$ cat src/verilog/comparator_ctrl_pkg.sv
// register map, field positions, reset values and codes of the comparator
package comparator_ctrl_pkg;

  localparam int unsigned ADDR_W = 12;
  localparam int unsigned DATA_W = 32;

  // register byte offsets
  localparam logic [11:0] CSR_OFFSET = 12'h000;
  localparam logic [11:0] CTRL_B_OFFSET = 12'h004;
  localparam logic [11:0] MUX_OFFSET = 12'h008;
  localparam logic [11:0] CTRL_A_OFFSET = 12'h00c;

  // comparator_control_status fields
  localparam int unsigned POWER_OFF_BIT = 7;
  localparam int unsigned BANDGAP_BIT = 6;
  localparam int unsigned SYNC_OUT_BIT = 5;
  localparam int unsigned FLAG_BIT = 4;
  localparam int unsigned IRQ_EN_BIT = 3;
  localparam int unsigned ROUTE_BIT = 2;
  localparam int unsigned MODE_HI_BIT = 1;
  localparam int unsigned MODE_LO_BIT = 0;

  // converter_control_b, converter_mux_register, converter_control_a
  localparam int unsigned MUX_EN_BIT = 6;
  localparam int unsigned CHAN_HI_BIT = 2;
  localparam int unsigned CHAN_LO_BIT = 0;
  localparam int unsigned CONV_EN_BIT = 7;

  // reset values
  localparam logic [7:0] CSR_RESET = 8'h00;
  localparam logic [7:0] CTRL_B_RESET = 8'h00;
  localparam logic [7:0] MUX_RESET = 8'h00;
  localparam logic [7:0] CTRL_A_RESET = 8'h00;

  // interrupt mode codes
  localparam logic [1:0] MODE_TOGGLE = 2'h0;
  localparam logic [1:0] MODE_RESERVED = 2'h1;
  localparam logic [1:0] MODE_FALL = 2'h2;
  localparam logic [1:0] MODE_RISE = 2'h3;

  // synchroniser latency in pclk edges
  localparam int unsigned SYNC_STAGES = 2;

endpackage : comparator_ctrl_pkg

$ cat src/verilog/comparator_control.sv
// comparator control, status and event logic behind an apb slave
//
// Contract
// - raw comparator result is synchronised into read-only status bit 5.
// - power-off bit at one switches the comparator off, any time.
// - bandgap bit selects internal reference, else positive pin.
// - event matching selected mode sets the event flag.
// - flag clears on vector execution or on writing one to it.
// - irq only while flag, irq enable and global enable are one; here irq is registered and follows them one cycle late.
// - mode 00 toggle, 01 reserved, 10 falling, 11 rising edge.
// - capture-route bit connects output to timer capture trigger.
// - routed signal uses timer canceller, edge select and capture mask.
// - mux-enable bit is bit 6 of converter control b, read/write.
// - mux enabled, converter off: channel select picks channel 0 to 7.
// - mux disabled or converter on: negative pin feeds negative input.
//
// Our own choices: the address map and the APB slave port.
`timescale 1ns/100ps
module comparator_control (
  input wire logic pclk,
  input wire logic presetn,
  input wire logic psel,
  input wire logic penable,
  input wire logic pwrite,
  input wire logic [comparator_ctrl_pkg::ADDR_W-1:0] paddr,
  input wire logic [comparator_ctrl_pkg::DATA_W-1:0] pwdata,
  output logic [comparator_ctrl_pkg::DATA_W-1:0] prdata,
  output logic pready,
  output logic pslverr,
  input wire logic comparator_raw,
  input wire logic global_irq_enable,
  input wire logic irq_vector_ack,
  output logic comparator_power_off,
  output logic bandgap_positive_select,
  output logic negative_use_channel,
  output logic [2:0] negative_channel,
  output logic capture_trigger,
  output logic comparator_irq
);
  import comparator_ctrl_pkg::*;

  // control state
  logic power_off_reg;
  logic bandgap_reg;
  logic flag_reg;
  logic irq_en_reg;
  logic route_reg;
  logic [1:0] mode_reg;
  logic mux_en_reg;
  logic conv_en_reg;
  logic [2:0] chan_reg;

  // registered outputs
  logic neg_use_reg;
  logic [2:0] neg_chan_reg;
  logic capture_reg;
  logic irq_reg;
  logic [DATA_W-1:0] prdata_reg;
  logic pready_reg;
  logic pslverr_reg;

  // comparator path
  logic sync_level;
  logic edge_rise;
  logic edge_fall;
  logic edge_toggle;
  logic event_hit;

  // bus decode
  logic setup_phase;
  logic access_done;
  logic wr_access;
  logic csr_write;
  logic flag_clear;
  logic flag_next;
  logic [DATA_W-1:0] rd_word;

  function automatic logic is_mapped(input logic [ADDR_W-1:0] addr);
    is_mapped = (addr == CSR_OFFSET) || (addr == CTRL_B_OFFSET) ||
                (addr == MUX_OFFSET) || (addr == CTRL_A_OFFSET);
  endfunction : is_mapped

  function automatic logic wr_hit(input logic [ADDR_W-1:0] addr,
                                  input logic [ADDR_W-1:0] offset);
    wr_hit = (addr == offset);
  endfunction : wr_hit

  comparator_sync_edge u_sync (
    .pclk(pclk),
    .presetn(presetn),
    .raw_in(comparator_raw),
    .level(sync_level),
    .rise(edge_rise),
    .fall(edge_fall),
    .toggle(edge_toggle)
  );

  // apb phases; every access completes in its first access cycle
  assign setup_phase = psel && !penable;
  assign access_done = psel && penable && pready_reg;
  assign wr_access = access_done && pwrite;
  assign csr_write = wr_access && wr_hit(paddr, CSR_OFFSET);

  // reserved mode code never produces an event
  always_comb begin
    case (mode_reg)
      MODE_TOGGLE: event_hit = edge_toggle;
      MODE_FALL: event_hit = edge_fall;
      MODE_RISE: event_hit = edge_rise;
      MODE_RESERVED: event_hit = 1'b0;
      default: event_hit = 1'b0;
    endcase
  end

  // clear by vector or by writing one; a same-cycle event wins
  assign flag_clear = irq_vector_ack ||
                      (csr_write && pwdata[FLAG_BIT]);
  assign flag_next = event_hit ? 1'b1 :
                     (flag_clear ? 1'b0 : flag_reg);

  always_ff @(posedge pclk or negedge presetn) begin
    if (!presetn) begin
      flag_reg <= CSR_RESET[FLAG_BIT];
    end else begin
      flag_reg <= flag_next;
    end
  end

  // comparator_control_status writable fields
  always_ff @(posedge pclk or negedge presetn) begin
    if (!presetn) begin
      power_off_reg <= CSR_RESET[POWER_OFF_BIT];
      bandgap_reg <= CSR_RESET[BANDGAP_BIT];
      irq_en_reg <= CSR_RESET[IRQ_EN_BIT];
      route_reg <= CSR_RESET[ROUTE_BIT];
      mode_reg <= CSR_RESET[MODE_HI_BIT:MODE_LO_BIT];
    end else if (csr_write) begin
      // no guard against changing these with irq enabled; a spurious
      // event is then possible, as software is expected to avoid it
      power_off_reg <= pwdata[POWER_OFF_BIT];
      bandgap_reg <= pwdata[BANDGAP_BIT];
      irq_en_reg <= pwdata[IRQ_EN_BIT];
      route_reg <= pwdata[ROUTE_BIT];
      mode_reg <= pwdata[MODE_HI_BIT:MODE_LO_BIT];
    end
  end

  // converter registers shared with the multiplexer
  always_ff @(posedge pclk or negedge presetn) begin
    if (!presetn) begin
      mux_en_reg <= CTRL_B_RESET[MUX_EN_BIT];
      chan_reg <= MUX_RESET[CHAN_HI_BIT:CHAN_LO_BIT];
      conv_en_reg <= CTRL_A_RESET[CONV_EN_BIT];
    end else if (wr_access) begin
      if (wr_hit(paddr, CTRL_B_OFFSET)) begin
        mux_en_reg <= pwdata[MUX_EN_BIT];
      end
      if (wr_hit(paddr, MUX_OFFSET)) begin
        chan_reg <= pwdata[CHAN_HI_BIT:CHAN_LO_BIT];
      end
      if (wr_hit(paddr, CTRL_A_OFFSET)) begin
        conv_en_reg <= pwdata[CONV_EN_BIT];
      end
    end
  end

  // negative input selection; channel code is held even when unused
  always_ff @(posedge pclk or negedge presetn) begin
    if (!presetn) begin
      neg_use_reg <= 1'b0;
      neg_chan_reg <= 3'h0;
    end else begin
      neg_use_reg <= mux_en_reg && !conv_en_reg;
      neg_chan_reg <= chan_reg;
    end
  end

  // timer capture route; the timer applies its own canceller, edge
  // select and capture mask, so only the plain level is forwarded
  always_ff @(posedge pclk or negedge presetn) begin
    if (!presetn) begin
      capture_reg <= 1'b0;
    end else begin
      capture_reg <= route_reg && sync_level;
    end
  end

  // interrupt request, registered: follows the flag by one cycle
  always_ff @(posedge pclk or negedge presetn) begin
    if (!presetn) begin
      irq_reg <= 1'b0;
    end else begin
      irq_reg <= flag_reg && irq_en_reg && global_irq_enable;
    end
  end

  // read word; unused upper bits read as zero
  always_comb begin
    rd_word = '0;
    case (paddr)
      CSR_OFFSET: begin
        rd_word[POWER_OFF_BIT] = power_off_reg;
        rd_word[BANDGAP_BIT] = bandgap_reg;
        rd_word[SYNC_OUT_BIT] = sync_level;
        rd_word[FLAG_BIT] = flag_reg;
        rd_word[IRQ_EN_BIT] = irq_en_reg;
        rd_word[ROUTE_BIT] = route_reg;
        rd_word[MODE_HI_BIT:MODE_LO_BIT] = mode_reg;
      end
      CTRL_B_OFFSET: begin
        rd_word[MUX_EN_BIT] = mux_en_reg;
      end
      MUX_OFFSET: begin
        rd_word[CHAN_HI_BIT:CHAN_LO_BIT] = chan_reg;
      end
      CTRL_A_OFFSET: begin
        rd_word[CONV_EN_BIT] = conv_en_reg;
      end
      default: rd_word = '0;
    endcase
  end

  // answer prepared in setup so that every output is a flip-flop
  always_ff @(posedge pclk or negedge presetn) begin
    if (!presetn) begin
      prdata_reg <= '0;
      pready_reg <= 1'b0;
      pslverr_reg <= 1'b0;
    end else begin
      pready_reg <= setup_phase;
      pslverr_reg <= setup_phase && !is_mapped(paddr);
      if (setup_phase && !pwrite) begin
        prdata_reg <= rd_word;
      end
    end
  end

  assign prdata = prdata_reg;
  assign pready = pready_reg;
  assign pslverr = pslverr_reg;
  assign comparator_power_off = power_off_reg;
  assign bandgap_positive_select = bandgap_reg;
  assign negative_use_channel = neg_use_reg;
  assign negative_channel = neg_chan_reg;
  assign capture_trigger = capture_reg;
  assign comparator_irq = irq_reg;
endmodule : comparator_control

$ cat src/verilog/comparator_sync_edge.sv
// two-stage synchroniser and edge detector for the comparator result
`timescale 1ns/100ps
module comparator_sync_edge (
  input wire logic pclk,
  input wire logic presetn,
  input wire logic raw_in,
  output logic level,
  output logic rise,
  output logic fall,
  output logic toggle
);
  import comparator_ctrl_pkg::*;

  logic meta_reg;
  logic sync_reg;
  logic prev_reg;

  // first stage feeds only the second stage
  always_ff @(posedge pclk or negedge presetn) begin
    if (!presetn) begin
      meta_reg <= 1'b0;
      sync_reg <= 1'b0;
      prev_reg <= 1'b0;
    end else begin
      meta_reg <= raw_in;
      sync_reg <= meta_reg;
      prev_reg <= sync_reg;
    end
  end

  assign level = sync_reg;
  assign rise = sync_reg & ~prev_reg;
  assign fall = ~sync_reg & prev_reg;
  assign toggle = sync_reg ^ prev_reg;
endmodule : comparator_sync_edge
$ cat config.mk
export PLATFORM = sky130hd
export DESIGN_NAME = comparator_control
export DESIGN_NICKNAME = d
export VERILOG_FILES = /design/src/verilog/comparator_ctrl_pkg.sv /design/src/verilog/comparator_control.sv /design/src/verilog/comparator_sync_edge.sv
export SDC_FILE = /design/constraint.sdc
export NUM_CORES = 1
export LEC_CHECK = 0
export BUFFER_PORTS_ARGS = -buffer_cell sky130_fd_sc_hd__buf_2
export CAP_MARGIN = 10
export CORE_ASPECT_RATIO = 0.75
export CORE_MARGIN = 2
export CORE_UTILIZATION = 47
export CTS_BUF_LIST = sky130_fd_sc_hd__clkbuf_8
export DETAILED_ROUTE_END_ITERATION = 8
export MAX_ROUTING_LAYER = met4
export PLACE_DENSITY_LB_ADDON = 0.05
export RECOVER_POWER = 100
export SYNTH_ARGS = -nofsm -noshare
export SYNTH_HDL_FRONTEND = slang
export SYNTH_SLANG_ARGS = --single-unit
$ cat constraint.sdc
create_clock -name pclk -period 3.6 [get_ports pclk]
set_clock_uncertainty 0.1 [all_clocks]
set_input_delay 0.18 -clock pclk [delete_from_list [all_inputs] [get_ports pclk]]
set_output_delay 0.18 -clock pclk [all_outputs]
set_load 0.1 [all_outputs]
==> summary.txt <==
Worst setup path
  – Worst path max stage delay: 1200 ps
  – Crit path kind: primary input to flop
  – Worst EP arrival: 2650 ps
  – Crit path launch type: primary input
  – Worst R2R End: comparator_power_off$_DFFE_PN0P_
  – Reg2Reg Depth: 3
  – Worst path slowest cell: nor4_1
  – WP buf/inv: 2
  – Worst r2r src: pready$_DFF_PN0_
  – Critical Path End Type: flop
  – CP Cell Sequence: dlygate4sd3_1 > clkbuf_1 > nand4_1 > nor4_1 > mux2_2
  – CP max FO: 7
  – CP required: 3670 ps
  – Flop-to-flop setup slack: 1220 ps
  – Crit path max-delay family: simple AND/OR/NAND/NOR gates

Floorplan
  – Total core area: 2957 um^2
  – Die height: 52.31 um
  – Initial Util: 0.4947
  – Die X: 68.42 um
  – IO Pins: 94
  – Die area: 3579 um^2
  – FP Rows: 17

Cells and area
  – Non-filler instance count after layout: 208
  – Most frequent cells in the layout: dfrtp_1, conb_1, buf_2, clkbuf_1, mux2_2
  – Antenna Cells: 0
  – Layout cell share with drive strength beyond 1: 0.2647
  – Commonest non-fill, non-tap cell in the layout: dfrtp_1
  – Final net count: 223
  – Fillers: 264
  – Max reg flops: 8
  – Area Overhead vs Synth: 18.99%

STA
  – Final setup fails: 0
  – Count of final hold-check violations: 0
  – Max frequency: 387.1 MHz
  – Slew HR: -0.05690
  – Tcrit/Tclk final: 0.7177
  – Period minus WS final: 2584 ps
  – Post-route setup TNS: 0 ps
  – Slew Limit Fails: 32
  – Least-Margin Pin Slew: 1585 ps
  – RSZ-0062 raised after global routing: false

Clock network
  – Clock Pin Slew Worst Setup and Hold Paths: 60 ps
  – Setup Buffers After CTS: 0
  – Cts bufs inserted: 5
  – CTS tree: yes
  – Clk sinks: 31
  – Hold buffer count at cts: 3
  – Max Buffers Root-to-Sink: 2
  – H-tree levels: 2
  – CTS root buffer: clkbuf_8
  – Post-cts resize count: 0
  – Clock latency at the later pin of the worst-skew pair: 280 ps

Drt
  – Post-route ant nets: 0
  – WL per Instance: 13.33 um
  – Iteration-0 DRC Markers: 30
  – DR DRC count: 0
  – Via count: 1,006
  – WL final: 2772 um
  – Drt first pass iters: 4
  – Vias per cell: 4.837

Logic synthesis
  – Post-Synthesis Cells: 117
  – Post-synthesis compound-gate area fraction: 0.07956
  – Largest family of logic cells by synthesized area: simple AND/OR/NAND/NOR gates
  – Adder-cell share of the synthesized area: 0.01711
  – XOR/XNOR Fraction of Synth Area: 0
  – Synth area leaders: dfrtp_1, buf_4, mux2_2, a22o_1, nor4_4
  – Synth Area in Simple Gates: 0.1403
  – Mapped Area: 1463 um^2
  – Synth cell types: 32
  – Warnings, synthesis: 0
  – Avg Cell Area, Syn: 12.50 um^2
  – Synthesis-stage register bit count: 31
  – Mux share of post-synthesis cell area: 0.09923
  – Area share of the largest cell type after synthesis: 0.5304
  – Area leader, netlist: dfrtp_1
  – Register area share after synthesis: 0.5304

Place
  – Count of buffers from port buffering: 44
  – Hpwl dp: 2134 um
  – Dpl cells: 197
  – GPL Wtd Cong: 0.7965

Hold path
  – HP Class: primary input to flop
  – Hold worst-path end: irq_en_reg$_DFFE_PN0P_
  – HP Start: pwdata[3]
  – Hold depth: 2

GRT
  – GRT overflow: 0
  – Grt met1 use: 0.2175
  – Number of global-route vias before repair: 865
  – Largest net degree at the start of global routing: 32
  – Met2 Use GR: 0.2596
  – Initial antenna violation count: 0
  – GRT Total Usage: 0.1767
  – First-pass GRT wire length: 4174 um
  – Met3 usage: 0.05806
  – Layer with the highest usage: met2

Status
  – Violated checks: max-capacitance violations, max-slew violations
  – Outcome: finished, violations left

Pwr
  – Maximum VDD drop: 302.9 uV
  – Total power: 0.9096 mW
  – Power Density: 522.6 nW/um^2
  – P_leak: 0.8963 nW

Job
  – Max Cap Viol: 2
==> final cells by class <==
type                            count  area, um^2  area share
Clock buffer                        5       68.82     0.03954
Clock inverter                      3       63.81     0.03666
Inverter                            2       7.507    0.004313
Multi-Input combinational cell     82       551.8      0.3170
Sequential cell                    31       775.7      0.4457
Tap cell                           38       47.55     0.02732
Timing Repair Buffer               47       225.2      0.1294
==> cell families (layout without fill, tap and decap cells) <==
kind of cell / after synthesis / count (layout)
mux: 13 / 13
simple gates: 28 / 28
buf+inv: 27 / 57
other cells: 1 / 24
fa+ha+maj: 2 / 2
compound gates: 15 / 15
flops: 31 / 31
==> report_power, final <==
part           switching (mW)  internal, mW  leakage (nW)
clock network           0.124         0.274        0.0695
registers             0.00254         0.353         0.421
logic                   0.139        0.0183         0.406
total                   0.265         0.645         0.896
==> metal layers <==
| metal | vias to the layer above | share of wire |
|---|---|---|
| li1 | 478 | - |
| met1 | 477 | 0.43 |
| met2 | 46 | 0.48 |
| met3 | 5 | 0.073 |
| met4 | 0 | 0.016 |
| met5 | - | 0 |
==> worst max-delay path by stage <==
stage / slack, ps / startpoint / to / cells past startpoint
after global routing: 760 / penable / route_reg$_DFFE_PN0P_ / 5
after CTS: 1530 / penable / prdata[2]$_DFFE_PN0P_ / 6
after floorplan: 1380 / pready$_DFF_PN0_ / bandgap_positive_select$_DFFE_PN0P_ / 3
final: 1020 / penable / comparator_power_off$_DFFE_PN0P_ / 5
after global placement: 1520 / paddr[5] / comparator_power_off$_DFFE_PN0P_ / 4
after detailed placement: 1500 / paddr[5] / bandgap_positive_select$_DFFE_PN0P_ / 4
==> worst reg2reg max path, stage by stage (launching register included) <==
cell	delay, ps
dfrtp_1	350
nand4_1	190
nor4_1	1200
mux2_2	430
==> cell usage after synthesis <==
cell type,number
dfrtp_1,31
clkbuf_1,1
a21o_1,3
nor2b_1,3
a21oi_1,1
buf_4,24
or3b_2,1
a22o_1,6
nand2_1,2
nand3_1,1
mux2_2,12
nand2b_1,1
nor4_1,2
o31ai_1,1
and2_1,2
nand4_1,3
nor3_1,1
inv_1,2
ha_1,2
o41ai_1,1
mux2i_1,1
o32ai_1,1
o21ai_0,1
and3_1,1
or4_1,1
conb_1,1
a31oi_1,1
nor2_1,4
nand4b_1,1
nor3b_1,1
nor4_4,2
or4_4,2
==> per-stage QoR <==
step / worst slack [ps] / hold slack, ps / instance area, um^2 / util
floorplan: 1382 / -215.6 / 1549 / -
finish: 1016 / 29.42 / 1740 / 0.5887
global placement: 1517 / 144.3 / 1633 / 0.5523
detailed placement: 1501 / 155.2 / 1633 / 0.5523
CTS: 1535 / 23.29 / 1795 / 0.6073
global route: 760.5 / 30.97 / 1740 / 0.5887
Power figures use the tool's default switching activity.
